$ cat src/rtl/rbt_cfg.svh
/*
 * constants of the registered bus transceiver: widths, register map,
 * field positions and reset values.
 * assumes inclusion by the package, the design modules and the bench.
 */
// Behaviour
// - each rising capture edge loads the A word into the A-to-B store and the B word into the B-to-A store, whatever the enables and selects.
// - a low select sends live data from the opposite bus, a high select sends the stored word.
// - a select change moves the output between sources with no spurious intermediate value.
// - bus B is driven only while the A-to-B enable is high, bus A only while the active-low B-to-A enable is low.
// - with B driven and the A-to-B select low, bus B follows bus A.
// - with A driven and the B-to-A select low, bus A follows bus B.
// - with A driven, B not driven and the B-to-A select high, bus A carries the B-to-A store.
// - with both driven and both selects high, each bus carries its own stored word at once.
// - with B driven live from A and both capture edges, both stores take the A value.
// - with A driven live from B and both capture edges, both stores take the B value.
// - with both selects low and both ports driven, each bus carries the other's value and the pair keeps its level.
// - the path is 16 bits wide and works as one 16-bit or two independent 8-bit transceivers.
// - capture stays active at all times, also while the port drives.
`ifndef RBT_CFG_SVH
`define RBT_CFG_SVH

`define RBT_HALF_W 8
`define RBT_HALVES 2
`define RBT_BUS_W 16
`define RBT_LOG_W 17
`define RBT_ADR_W 8

`define RBT_ADR_CTRL 8'h00
`define RBT_ADR_STAT 8'h04
`define RBT_ADR_AB 8'h08
`define RBT_ADR_BA 8'h0c

`define RBT_CTRL_SPLIT 0
`define RBT_STAT_OVF 0
`define RBT_STAT_ABKNOWN 1
`define RBT_STAT_BAKNOWN 3
`define RBT_STAT_SPACE 5

`define RBT_SPLIT_RST 1'b0

`endif

$ cat src/rtl/rbt_pkg.sv
/*
 * types of the registered bus transceiver.
 * assumes rbt_cfg.svh on the include path.
 */
`include "rbt_cfg.svh"

package rbt_pkg;

	typedef logic [`RBT_BUS_W-1:0] rbt_word_t;
	typedef logic [`RBT_LOG_W-1:0] rbt_log_t;

	typedef struct packed {
		rbt_word_t abStore;
		rbt_word_t baStore;
		logic [`RBT_HALVES-1:0] abKnown;
		logic [`RBT_HALVES-1:0] baKnown;
		logic [`RBT_HALVES-1:0] abClkPrev;
		logic [`RBT_HALVES-1:0] baClkPrev;
		rbt_word_t aOut;
		rbt_word_t bOut;
		rbt_word_t aOe;
		rbt_word_t bOe;
		rbt_word_t hold;
		logic split;
		logic overflow;
		logic ack;
		logic [31:0] rdData;
	} rbt_state_s;

	typedef struct packed {
		logic [1:0][`RBT_LOG_W-1:0] mem;
		logic wrPtr;
		logic rdPtr;
		logic [1:0] count;
	} rbt_buf_s;

endpackage : rbt_pkg

$ cat src/rtl/rbt_buf2.sv
/*
 * two-entry buffer with valid and ready on both sides.
 * assumes an asynchronous active-low reset already released cleanly.
 */
`timescale 1ns/10ps
`include "rbt_cfg.svh"

module rbt_buf2 (
	// clock and reset
	input wire logic clk,
	input wire logic rst_n,
	// fill side
	input wire logic inValid,
	output logic inReady,
	input wire rbt_pkg::rbt_log_t inData,
	// drain side
	output logic outValid,
	input wire logic outReady,
	output rbt_pkg::rbt_log_t outData
);
	import rbt_pkg::*;

	rbt_buf_s st_q;
	rbt_buf_s st_d;
	logic doPush;
	logic doPop;

	assign inReady = (st_q.count != 2'h2);
	assign outValid = (st_q.count != 2'h0);
	assign outData = st_q.mem[st_q.rdPtr];
	assign doPush = inValid && inReady;
	assign doPop = outValid && outReady;

	always_comb begin
		st_d = st_q;
		if (doPush) begin
			st_d.mem[st_q.wrPtr] = inData;
			st_d.wrPtr = ~st_q.wrPtr;
		end
		if (doPop) begin
			st_d.rdPtr = ~st_q.rdPtr;
		end
		st_d.count = st_q.count + {1'b0, doPush} - {1'b0, doPop};
	end

	always_ff @(posedge clk or negedge rst_n) begin
		if (!rst_n) begin
			st_q <= '0;
		end else begin
			st_q <= st_d;
		end
	end
endmodule : rbt_buf2

$ cat src/rtl/rbt_transceiver.sv
/*
 * registered bus transceiver: two 8-bit halves, per-direction store,
 * live or stored source select, drive enables, capture log stream and
 * a classic Wishbone slave for control and status.
 * assumes control pins and bus inputs synchronous to core_clk and the
 * bus wires resolved outside from the out and enable signals.
 */
`timescale 1ns/10ps
`include "rbt_cfg.svh"

module rbt_transceiver (
	// clock and reset
	input wire logic core_clk,
	input wire logic reset_n,
	// bus A
	input wire rbt_pkg::rbt_word_t aBusIn,
	output rbt_pkg::rbt_word_t aBusOut,
	output rbt_pkg::rbt_word_t aBusOe,
	// bus B
	input wire rbt_pkg::rbt_word_t bBusIn,
	output rbt_pkg::rbt_word_t bBusOut,
	output rbt_pkg::rbt_word_t bBusOe,
	// per-half controls
	input wire logic [1:0] aToBDriveEnable,
	input wire logic [1:0] bToADriveEnable_n,
	input wire logic [1:0] aToBSourceSelect,
	input wire logic [1:0] bToASourceSelect,
	input wire logic [1:0] aSideCaptureClock,
	input wire logic [1:0] bSideCaptureClock,
	// capture log stream
	output logic logValid,
	input wire logic logReady,
	output rbt_pkg::rbt_word_t logData,
	output logic logIsBToA,
	output logic logSpace,
	// wishbone slave
	input wire logic wb_cyc_i,
	input wire logic wb_stb_i,
	input wire logic wb_we_i,
	input wire logic [`RBT_ADR_W-1:0] wb_adr_i,
	input wire logic [3:0] wb_sel_i,
	input wire logic [31:0] wb_dat_i,
	output logic [31:0] wb_dat_o,
	output logic wb_ack_o
);
	import rbt_pkg::*;

	logic rstMeta_q;
	logic rstSync_q;
	rbt_state_s st_q;
	rbt_state_s st_d;
	logic [1:0] abEn, baEn, abSel, baSel, abEdge, baEdge;
	logic [1:0] aLive, bLive, mutual;
	logic [1:0] abEdgePin, baEdgePin;
	rbt_word_t aSamp, bSamp, holdNew;
	logic push;
	rbt_log_t pushData;
	logic bufInReady;
	rbt_log_t bufOut;

	////////////////////////////////////////////////////////////////////
	// reset release

	always_ff @(posedge core_clk or negedge reset_n) begin
		if (!reset_n) begin
			rstMeta_q <= 1'b0;
			rstSync_q <= 1'b0;
		end else begin
			rstMeta_q <= 1'b1;
			rstSync_q <= rstMeta_q;
		end
	end

	////////////////////////////////////////////////////////////////////
	// per-half control decode and sample paths

	assign abEdgePin = aSideCaptureClock & ~st_q.abClkPrev;
	assign baEdgePin = bSideCaptureClock & ~st_q.baClkPrev;

	for (genvar h = 0; h < `RBT_HALVES; h++) begin : g_half
		localparam int LO = h * `RBT_HALF_W;
		logic hc;
		// joined mode lets half 0 steer both halves
		assign hc = st_q.split ? 1'(h) : 1'b0;
		assign abEn[h] = aToBDriveEnable[hc];
		assign baEn[h] = ~bToADriveEnable_n[hc];
		assign abSel[h] = aToBSourceSelect[hc];
		assign baSel[h] = bToASourceSelect[hc];
		assign abEdge[h] = abEdgePin[hc];
		assign baEdge[h] = baEdgePin[hc];
		assign bLive[h] = abEn[h] && !abSel[h];
		assign aLive[h] = baEn[h] && !baSel[h];
		assign mutual[h] = aLive[h] && bLive[h];
		// a driven bus carries what this block sends, so sample that
		assign aSamp[LO +: 8] = mutual[h] ? holdNew[LO +: 8] :
			aLive[h] ? bBusIn[LO +: 8] : aBusIn[LO +: 8];
		assign bSamp[LO +: 8] = mutual[h] ? holdNew[LO +: 8] :
			bLive[h] ? aBusIn[LO +: 8] : bBusIn[LO +: 8];
		// an outside driver is seen as a bus level that differs from ours
		assign holdNew[LO +: 8] = (aBusIn[LO +: 8] != st_q.aOut[LO +: 8]) ? aBusIn[LO +: 8] :
			(bBusIn[LO +: 8] != st_q.bOut[LO +: 8]) ? bBusIn[LO +: 8] :
			st_q.hold[LO +: 8];

	end

	////////////////////////////////////////////////////////////////////
	// next state

	always_comb begin
		st_d = st_q;
		st_d.abClkPrev = aSideCaptureClock;
		st_d.baClkPrev = bSideCaptureClock;
		for (int h = 0; h < `RBT_HALVES; h++) begin
			// capture ignores enables and selects
			if (abEdge[h]) begin
				st_d.abStore[h*8 +: 8] = aSamp[h*8 +: 8];
				st_d.abKnown[h] = 1'b1;
			end
			if (baEdge[h]) begin
				st_d.baStore[h*8 +: 8] = bSamp[h*8 +: 8];
				st_d.baKnown[h] = 1'b1;
			end
			// registered outputs switch source in one step
			st_d.bOut[h*8 +: 8] = abSel[h] ? st_q.abStore[h*8 +: 8] : aBusIn[h*8 +: 8];
			st_d.aOut[h*8 +: 8] = baSel[h] ? st_q.baStore[h*8 +: 8] : bBusIn[h*8 +: 8];
			st_d.bOe[h*8 +: 8] = {8{abEn[h]}};
			st_d.aOe[h*8 +: 8] = {8{baEn[h]}};
			// track the pair level so a mutual hold starts from the last live value
			st_d.hold[h*8 +: 8] = aLive[h] ? bBusIn[h*8 +: 8] : aBusIn[h*8 +: 8];
			if (mutual[h]) begin
				st_d.hold[h*8 +: 8] = holdNew[h*8 +: 8];
				st_d.aOut[h*8 +: 8] = holdNew[h*8 +: 8];
				st_d.bOut[h*8 +: 8] = holdNew[h*8 +: 8];
			end
		end
		// log the store that changed; A-to-B wins a tie
		push = 1'b0;
		pushData = '0;
		if (|abEdge) begin
			push = 1'b1;
			pushData = {1'b0, st_d.abStore};
		end else if (|baEdge) begin
			push = 1'b1;
			pushData = {1'b1, st_d.baStore};
		end
		// wishbone: answer one cycle after the request, write at the ack edge
		st_d.ack = 1'b0;
		if (wb_cyc_i && wb_stb_i && !st_q.ack) begin
			st_d.ack = 1'b1;
			unique case (wb_adr_i)
				`RBT_ADR_CTRL: st_d.rdData = {31'h0, st_q.split};
				`RBT_ADR_STAT: st_d.rdData = {26'h0, bufInReady, st_q.baKnown,
					st_q.abKnown, st_q.overflow};
				`RBT_ADR_AB: st_d.rdData = {16'h0, st_q.abStore};
				`RBT_ADR_BA: st_d.rdData = {16'h0, st_q.baStore};
				default: st_d.rdData = 32'h0;
			endcase
		end
		if (wb_cyc_i && wb_stb_i && st_q.ack && wb_we_i && wb_sel_i[0]) begin
			if (wb_adr_i == `RBT_ADR_CTRL) begin
				st_d.split = wb_dat_i[`RBT_CTRL_SPLIT];
			end
			if (wb_adr_i == `RBT_ADR_STAT && wb_dat_i[`RBT_STAT_OVF]) begin
				st_d.overflow = 1'b0;
			end
		end
		// a lost log entry sets after the clear, so it is never missed
		if ((push && !bufInReady) || (|abEdge && |baEdge)) begin
			st_d.overflow = 1'b1;
		end
	end

	////////////////////////////////////////////////////////////////////
	// state register; stores keep no reset value

	always_ff @(posedge core_clk or negedge rstSync_q) begin
		if (!rstSync_q) begin
			st_q.abKnown <= '0;
			st_q.baKnown <= '0;
			st_q.abClkPrev <= '0;
			st_q.baClkPrev <= '0;
			st_q.aOut <= '0;
			st_q.bOut <= '0;
			st_q.aOe <= '0;
			st_q.bOe <= '0;
			st_q.hold <= '0;
			st_q.split <= `RBT_SPLIT_RST;
			st_q.overflow <= 1'b0;
			st_q.ack <= 1'b0;
			st_q.rdData <= '0;
		end else begin
			st_q <= st_d;
		end
	end

	////////////////////////////////////////////////////////////////////
	// outputs and log buffer

	assign aBusOut = st_q.aOut;
	assign aBusOe = st_q.aOe;
	assign bBusOut = st_q.bOut;
	assign bBusOe = st_q.bOe;
	assign wb_dat_o = st_q.rdData;
	assign wb_ack_o = st_q.ack;
	assign logSpace = bufInReady;
	assign logData = bufOut[`RBT_BUS_W-1:0];
	assign logIsBToA = bufOut[`RBT_LOG_W-1];

	rbt_buf2 u_buf (
		.clk(core_clk),
		.rst_n(rstSync_q),
		.inValid(push),
		.inReady(bufInReady),
		.inData(pushData),
		.outValid(logValid),
		.outReady(logReady),
		.outData(bufOut)
	);
endmodule : rbt_transceiver
$ cat config.mk
export PLATFORM = sky130hd
export DESIGN_NAME = rbt_transceiver
export DESIGN_NICKNAME = d
export VERILOG_FILES = /design/src/rtl/rbt_pkg.sv /design/src/rtl/rbt_buf2.sv /design/src/rtl/rbt_transceiver.sv
export VERILOG_INCLUDE_DIRS = /design/src /design/src/rtl
export SDC_FILE = /design/constraint.sdc
export NUM_CORES = 1
export LEC_CHECK = 0
export BUFFER_PORTS_ARGS = -buffer_cell sky130_fd_sc_hd__buf_2
export CORE_ASPECT_RATIO = 1.5
export CORE_UTILIZATION = 50
export CTS_CLUSTER_SIZE = 30
export DETAILED_ROUTE_END_ITERATION = 6
export PLACE_DENSITY = 0.75
export SYNTH_ARGS = -nofsm -noshare
export SYNTH_HDL_FRONTEND = slang
export SYNTH_SLANG_ARGS = --single-unit
$ cat constraint.sdc
create_clock -name core_clk -period 6.9 [get_ports core_clk]
set_input_delay 0.69 -clock core_clk [delete_from_list [all_inputs] [get_ports core_clk]]
set_output_delay 0.69 -clock core_clk [all_outputs]
set_load 0.03 [all_outputs]
**Yosys cells after proc, flatten, opt, wreduce, memory -nomap -nowiden**

Cells that the tools add are included.

- Register bits: 181
- Input bits: 94
- Output and inout port bits: 116
- Word-level logic and storage cells: 129

- Add/sub/neg operators: 2
- $lt $le $gt $ge: 4
- Equality and inequality tests: 8
- Mux-type cells: 51
- Bitwise gates (word level): 8
- Reductions and logical operators: 32

Operators by type and width:

| kind | count |
|---|---|
| 8-bit two-way mux | 24 |
| 17-bit two-way mux | 5 |
| 16-bit case mux with 4 select lines | 1 |
| 34-bit bitwise mux | 1 |
| 33-bit two-way mux | 1 |
| 8-bit != test | 4 |
| 1-bit two-way mux | 18 |
| 17-bit demux with 1-bit select | 1 |
| 1-bit logical AND | 17 |
| 8-bit by 4-bit equality test with 1-bit output (second input constant) | 2 |
| 8-bit by 3-bit equality test with 1-bit output (second input constant) | 1 |
| 8-bit logical NOT | 1 |
| 1-bit logical NOT | 6 |
| 1-bit by 2-bit less-than comparator with 1-bit output (second input constant) | 3 |
| 2-bit nonzero test | 3 |
| 2-bit AND | 2 |
| 1-bit NOT | 4 |
| 2-bit NOT | 2 |
| 2-bit AND reduction | 2 |
| 2-bit OR reduction | 2 |
| 2-bit by 1-bit adder with 2-bit output | 1 |
| 2-bit != test (second input constant) | 1 |
| 2-bit by 1-bit subtractor with 2-bit output | 1 |
| 1-bit greater-or-equal comparator (second input constant) | 1 |
| 1-bit logical OR | 1 |

**Longest topological paths before layout**

- Depth in word-level cells: 11
- Gate-level depth with buffers: 10
- Gate-level depth less buffers: 7

**By module**

From an unflattened synthesis, not the netlist that was laid out.

- Cell total of the unflattened synthesis: 852
- Area, all modules: 9,052.4 sq um

By module, submodules not included:

| module | times used | cells an instance | area an instance (sq um) | seq. area each (sq um) |
|---|---|---|---|---|
| rbt_transceiver | 1 | 744 | 7,265.7 | 2,987.9 |
| rbt_buf2 | 1 | 108 | 1,786.7 | 950.9 |

**Worst setup path after synthesis**

OpenSTA, ideal clock, no wires.

- Path kind: flip-flop to flip-flop
- From: reg rstSync_q
- To: reg st_q[123] (netlist bit), enable pin
- Library setup time: 0.517 ns
- Arrival: 3.468 ns
- Data required time: 6.383 ns
- Path slack: 2.916 ns
- Cell stages (with the launch flop): 1
- Buffers on the path: 0
- Clock period less this slack: 3.984 ns
- Cell sequence: dfrtp_1

RTL lines:

| element | RTL line | RTL |
|---|---|---|
| from (decl) | rbt_transceiver.sv:49 | `logic rstSync_q;` |
| from (signal assigned) | rbt_transceiver.sv:70 | `rstSync_q <= rstMeta_q;` |
| to (signal assigned) | rbt_transceiver.sv:192 | `st_q <= st_d;` |
| to (decl) | rbt_transceiver.sv:50 | `rbt_state_s st_q;` |

No word-level cell between the ends.

==> results.py <==
metrics = {
    "final_layout": {
        "final_nets": 1126,
        "area_growth_pct": 8.79,
        "utilization_pct": 55.3,
        "nFillCells": 1724,
        "drive_gt1_share_pct": 24.2,
    },
    "synthesis": {
        "synthTopCellsByCount": "dfrtp_1, buf_4, nand2_1",
        "synthXorXnorAreaFrac_pct": 3.26,
        "ys_async_sr_fraction_pct": 78.8,
        "ys_seq_elements": 151,
        "synth_top_family_by_area": "compound AO/OA/AOI/OAI gates",
        "synth_seq_area_share_pct": 41.9,
        "yosys.area.top_type": "dfrtp_1",
        "yosys_warnings": 0,
        "synth_compound_area_share_pct": 20.9,
        "synth_adder_area_share_pct": 0.266,
        "synthCells": 976,
        "ys.flop_type": "dfrtp_1",
        "synth_area_per_cell_um2": 9.63,
        "yosysTopAreaCellShare_pct": 31.7,
        "yosysUniqueCellTypes": 59,
        "synth_edf_count": 32,
        "yosys.area_share.simple_pct": 14.8,
        "synth.most_common_cell": "dfrtp_1",
        "syn_area_um2": 9400,
        "netlist_top_cells_area": "dfrtp_1, edfxtp_1, buf_4, mux2i_1, o21ai_0",
        "synth.area.mux_share_pct": 7.91,
    },
    "power_and_ir_drop": {
        "total_power_mw": 2.99,
        "peakVddDrop_v": 0.000157,
        "leakage_nw": 4.41,
        "p_per_area_nw_per_um2": 292,
    },
    "timing": {
        "hold_violations": 0,
        "fin_crit_ns": 3.04,
        "whs_ns": 0.0364,
        "tightest_slew_ns": 1.02,
        "fmax_mhz": 329,
        "post-route-worst-setup-slack_ns": 3.86,
        "skew_ns": 0.0152,
        "final_max_slew_viol_count": 0,
        "tns_ns": 0,
        "slew_headroom_pct": 32.3,
        "min_period_over_period_pct": 44.0,
        "setup_viol": 0,
        "rsz0062_at_grt": "no",
    },
    "status": {
        "outcome": "completed",
    },
    "critical_path": {
        "cp_cell_sequence": "nand3b_1 > and2_1 > a21oi_2 > o21ai_0 > a21o_1 > o21ai_0",
        "cp_common_cell": "o21ai_0",
        "slowest_stage": "dfrtp_1",
        "crit_required_ns": 7.23,
        "critPathArrivalTime_ns": 3.37,
        "startpoint_type": "flop",
        "slowest_delay_ns": 0.73,
        "critPathKind": "flop to flop",
        "end_kind": "flop",
        "cp_max_fo": 24,
    },
    "detailed_routing": {
        "drt-met1-wl_mm": 9.58,
        "num_vias": 7524,
        "via_per_inst": 5.81,
        "highest-signal-layer": "met4",
        "antenna_left": 0,
        "drt_iter0_markers": 490,
        "routed-wl-met3_mm": 1.04,
        "first_pass_iters": 5,
        "finalWirelength_mm": 25.2,
        "met2_length_mm": 13.5,
        "drc": 0,
        "wl_per_cell_um": 19.5,
    },
    "die": {
        "rows": 61,
        "die_area_um2": 19400,
        "core_area_um2": 18500,
        "initial_core_util_pct": 50.9,
        "die_h_um": 170,
        "io_pins": 210,
        "dieWidth_um": 114,
    },
    "place": {
        "port_buffers": 159,
        "place.detailed.hpwl_mm": 18.9,
        "dp_slack_ns": 3.66,
        "place_congestion": 0.857,
    },
    "clock_network": {
        "clockBufferDepth": 2,
        "postCtsSetupBuffers": 0,
        "cts.repair.resized": 0,
        "clock_sinks": 151,
        "root_buffer": "clkbuf_16",
        "clkTransAtPathRegs_ns": 0.07,
        "numCtsBuffers": 17,
        "clock_latency_ns": 0.43,
        "cts_tree": "done",
        "cts_hold_buffers": 0,
        "htreeDepth": 4,
    },
    "global_route": {
        "grt_usage_pct": 26.5,
        "grt_pass1_wl_mm": 39.2,
        "grt_max_degree": 58,
        "grt_pass1_vias": 7368,
        "antenna_found_initial": 1,
        "grt_remaining_overflow": 0,
    },
    "hold_path": {
        "hp-class": "input port to async pin",
    },
    "run": {
        "drv_cap": 0,
    },
}
-- report_power, final --
part	internal (mW)	switching (mW)
Combinational	0.316	0.581
Clock	0.510	0.395
Sequential	1.07	0.118
Total	1.89	1.09
-- layout make-up --
cell class	instances	area, um^2	share of cell area (%)
multi-input combinational	680	4490	43.9
antenna	1	2.50	0.0245
sequential	151	3940	38.6
clock buffer	19	443	4.33
clock inverter	13	124	1.21
inverter	13	48.8	0.477
timing repair buffer	167	856	8.37
tap	252	315	3.08
-- worst paths after layout --
check	depth (start not counted)	slack (ns)	end	startpoint
worst max-delay path	6	3.86	aBusOut[11]$_DFF_PN0_	st_q[34]$_DFFE_PN0P_
worst min register to register	0	0.36	rstSync_q$_DFF_PN0_	rstMeta_q$_DFF_PN0_
worst min-delay path	1	0.04	rstSync_q$_DFF_PN0_	reset_n
worst max register to register	6	3.86	aBusOut[11]$_DFF_PN0_	st_q[34]$_DFFE_PN0P_
max in group asynchronous	1	5.35	wb_dat_o[10]$_DFFE_PN0P_	rstSync_q$_DFF_PN0_
min in group core_clk	0	0.36	rstSync_q$_DFF_PN0_	rstMeta_q$_DFF_PN0_
-- critical path, delay by kind of cell, from the launching register on --
family          cells  cell delay [ns]
compound gates      4             1.28
simple gates        2             0.91
flops               1             0.73
-- layout by cell type (no fill, tap or decap), types with 9 or more instances in the layout --
cell	Yosys	routed
buf_2	13	159
dfrtp_1	119	118
nand2_1	83	83
o21ai_0	80	80
nor2_1	76	76
mux2i_1	45	45
o211ai_1	41	41
nand3_1	36	36
o21ai_1	33	33
edfxtp_1	32	32
mux2_2	24	24
xnor2_1	18	18
xor2_1	17	17
conb_1	2	17
clkbuf_16	0	17
a221o_1	16	16
a21oi_1	16	16
inv_1	13	13
a22oi_1	13	13
and2_1	12	12
or3_1	10	10
a21o_1	10	10
or2_1	9	9
and3_1	9	9
-- flip-flops by register name (all words and copies together) (netlist names), 2 cells and up --
| register | count |
|---|---|
| wb_dat_o | 16 |
| bBusOe | 2 |
| bBusOut | 16 |
| aBusOut | 16 |
| u_buf.st_q | 38 |
| aBusOe | 2 |
| st_q | 58 |
-- per-stage QoR --
stage,instance area [um^2],instances
after detailed placement,9650,1263
after CTS,10200,1295
after global placement,9650,1263
after floorplan,9450,991
after global routing,10200,1296
final,10200,1296
-- layer usage --
layer | vias to the layer above | track usage (%)
met5 | - | 0
met2 | 294 | 49.0
met4 | 0 | 13.8
met3 | 70 | 3.99
met1 | 3585 | 29.0
li1 | 3575 | -
-- cells by family after synthesis --
| kind of cell | after synthesis |
|---|---|
| and+or+nand+nor | 284 |
| AOI/OAI and AO/OA | 272 |
| buffers and inverters | 160 |
| DFF | 151 |
| muxes | 70 |
| xor gates and xnor gates | 35 |
| adders and majority gates | 2 |
| other | 2 |
Power figures use the tool's default switching activity.
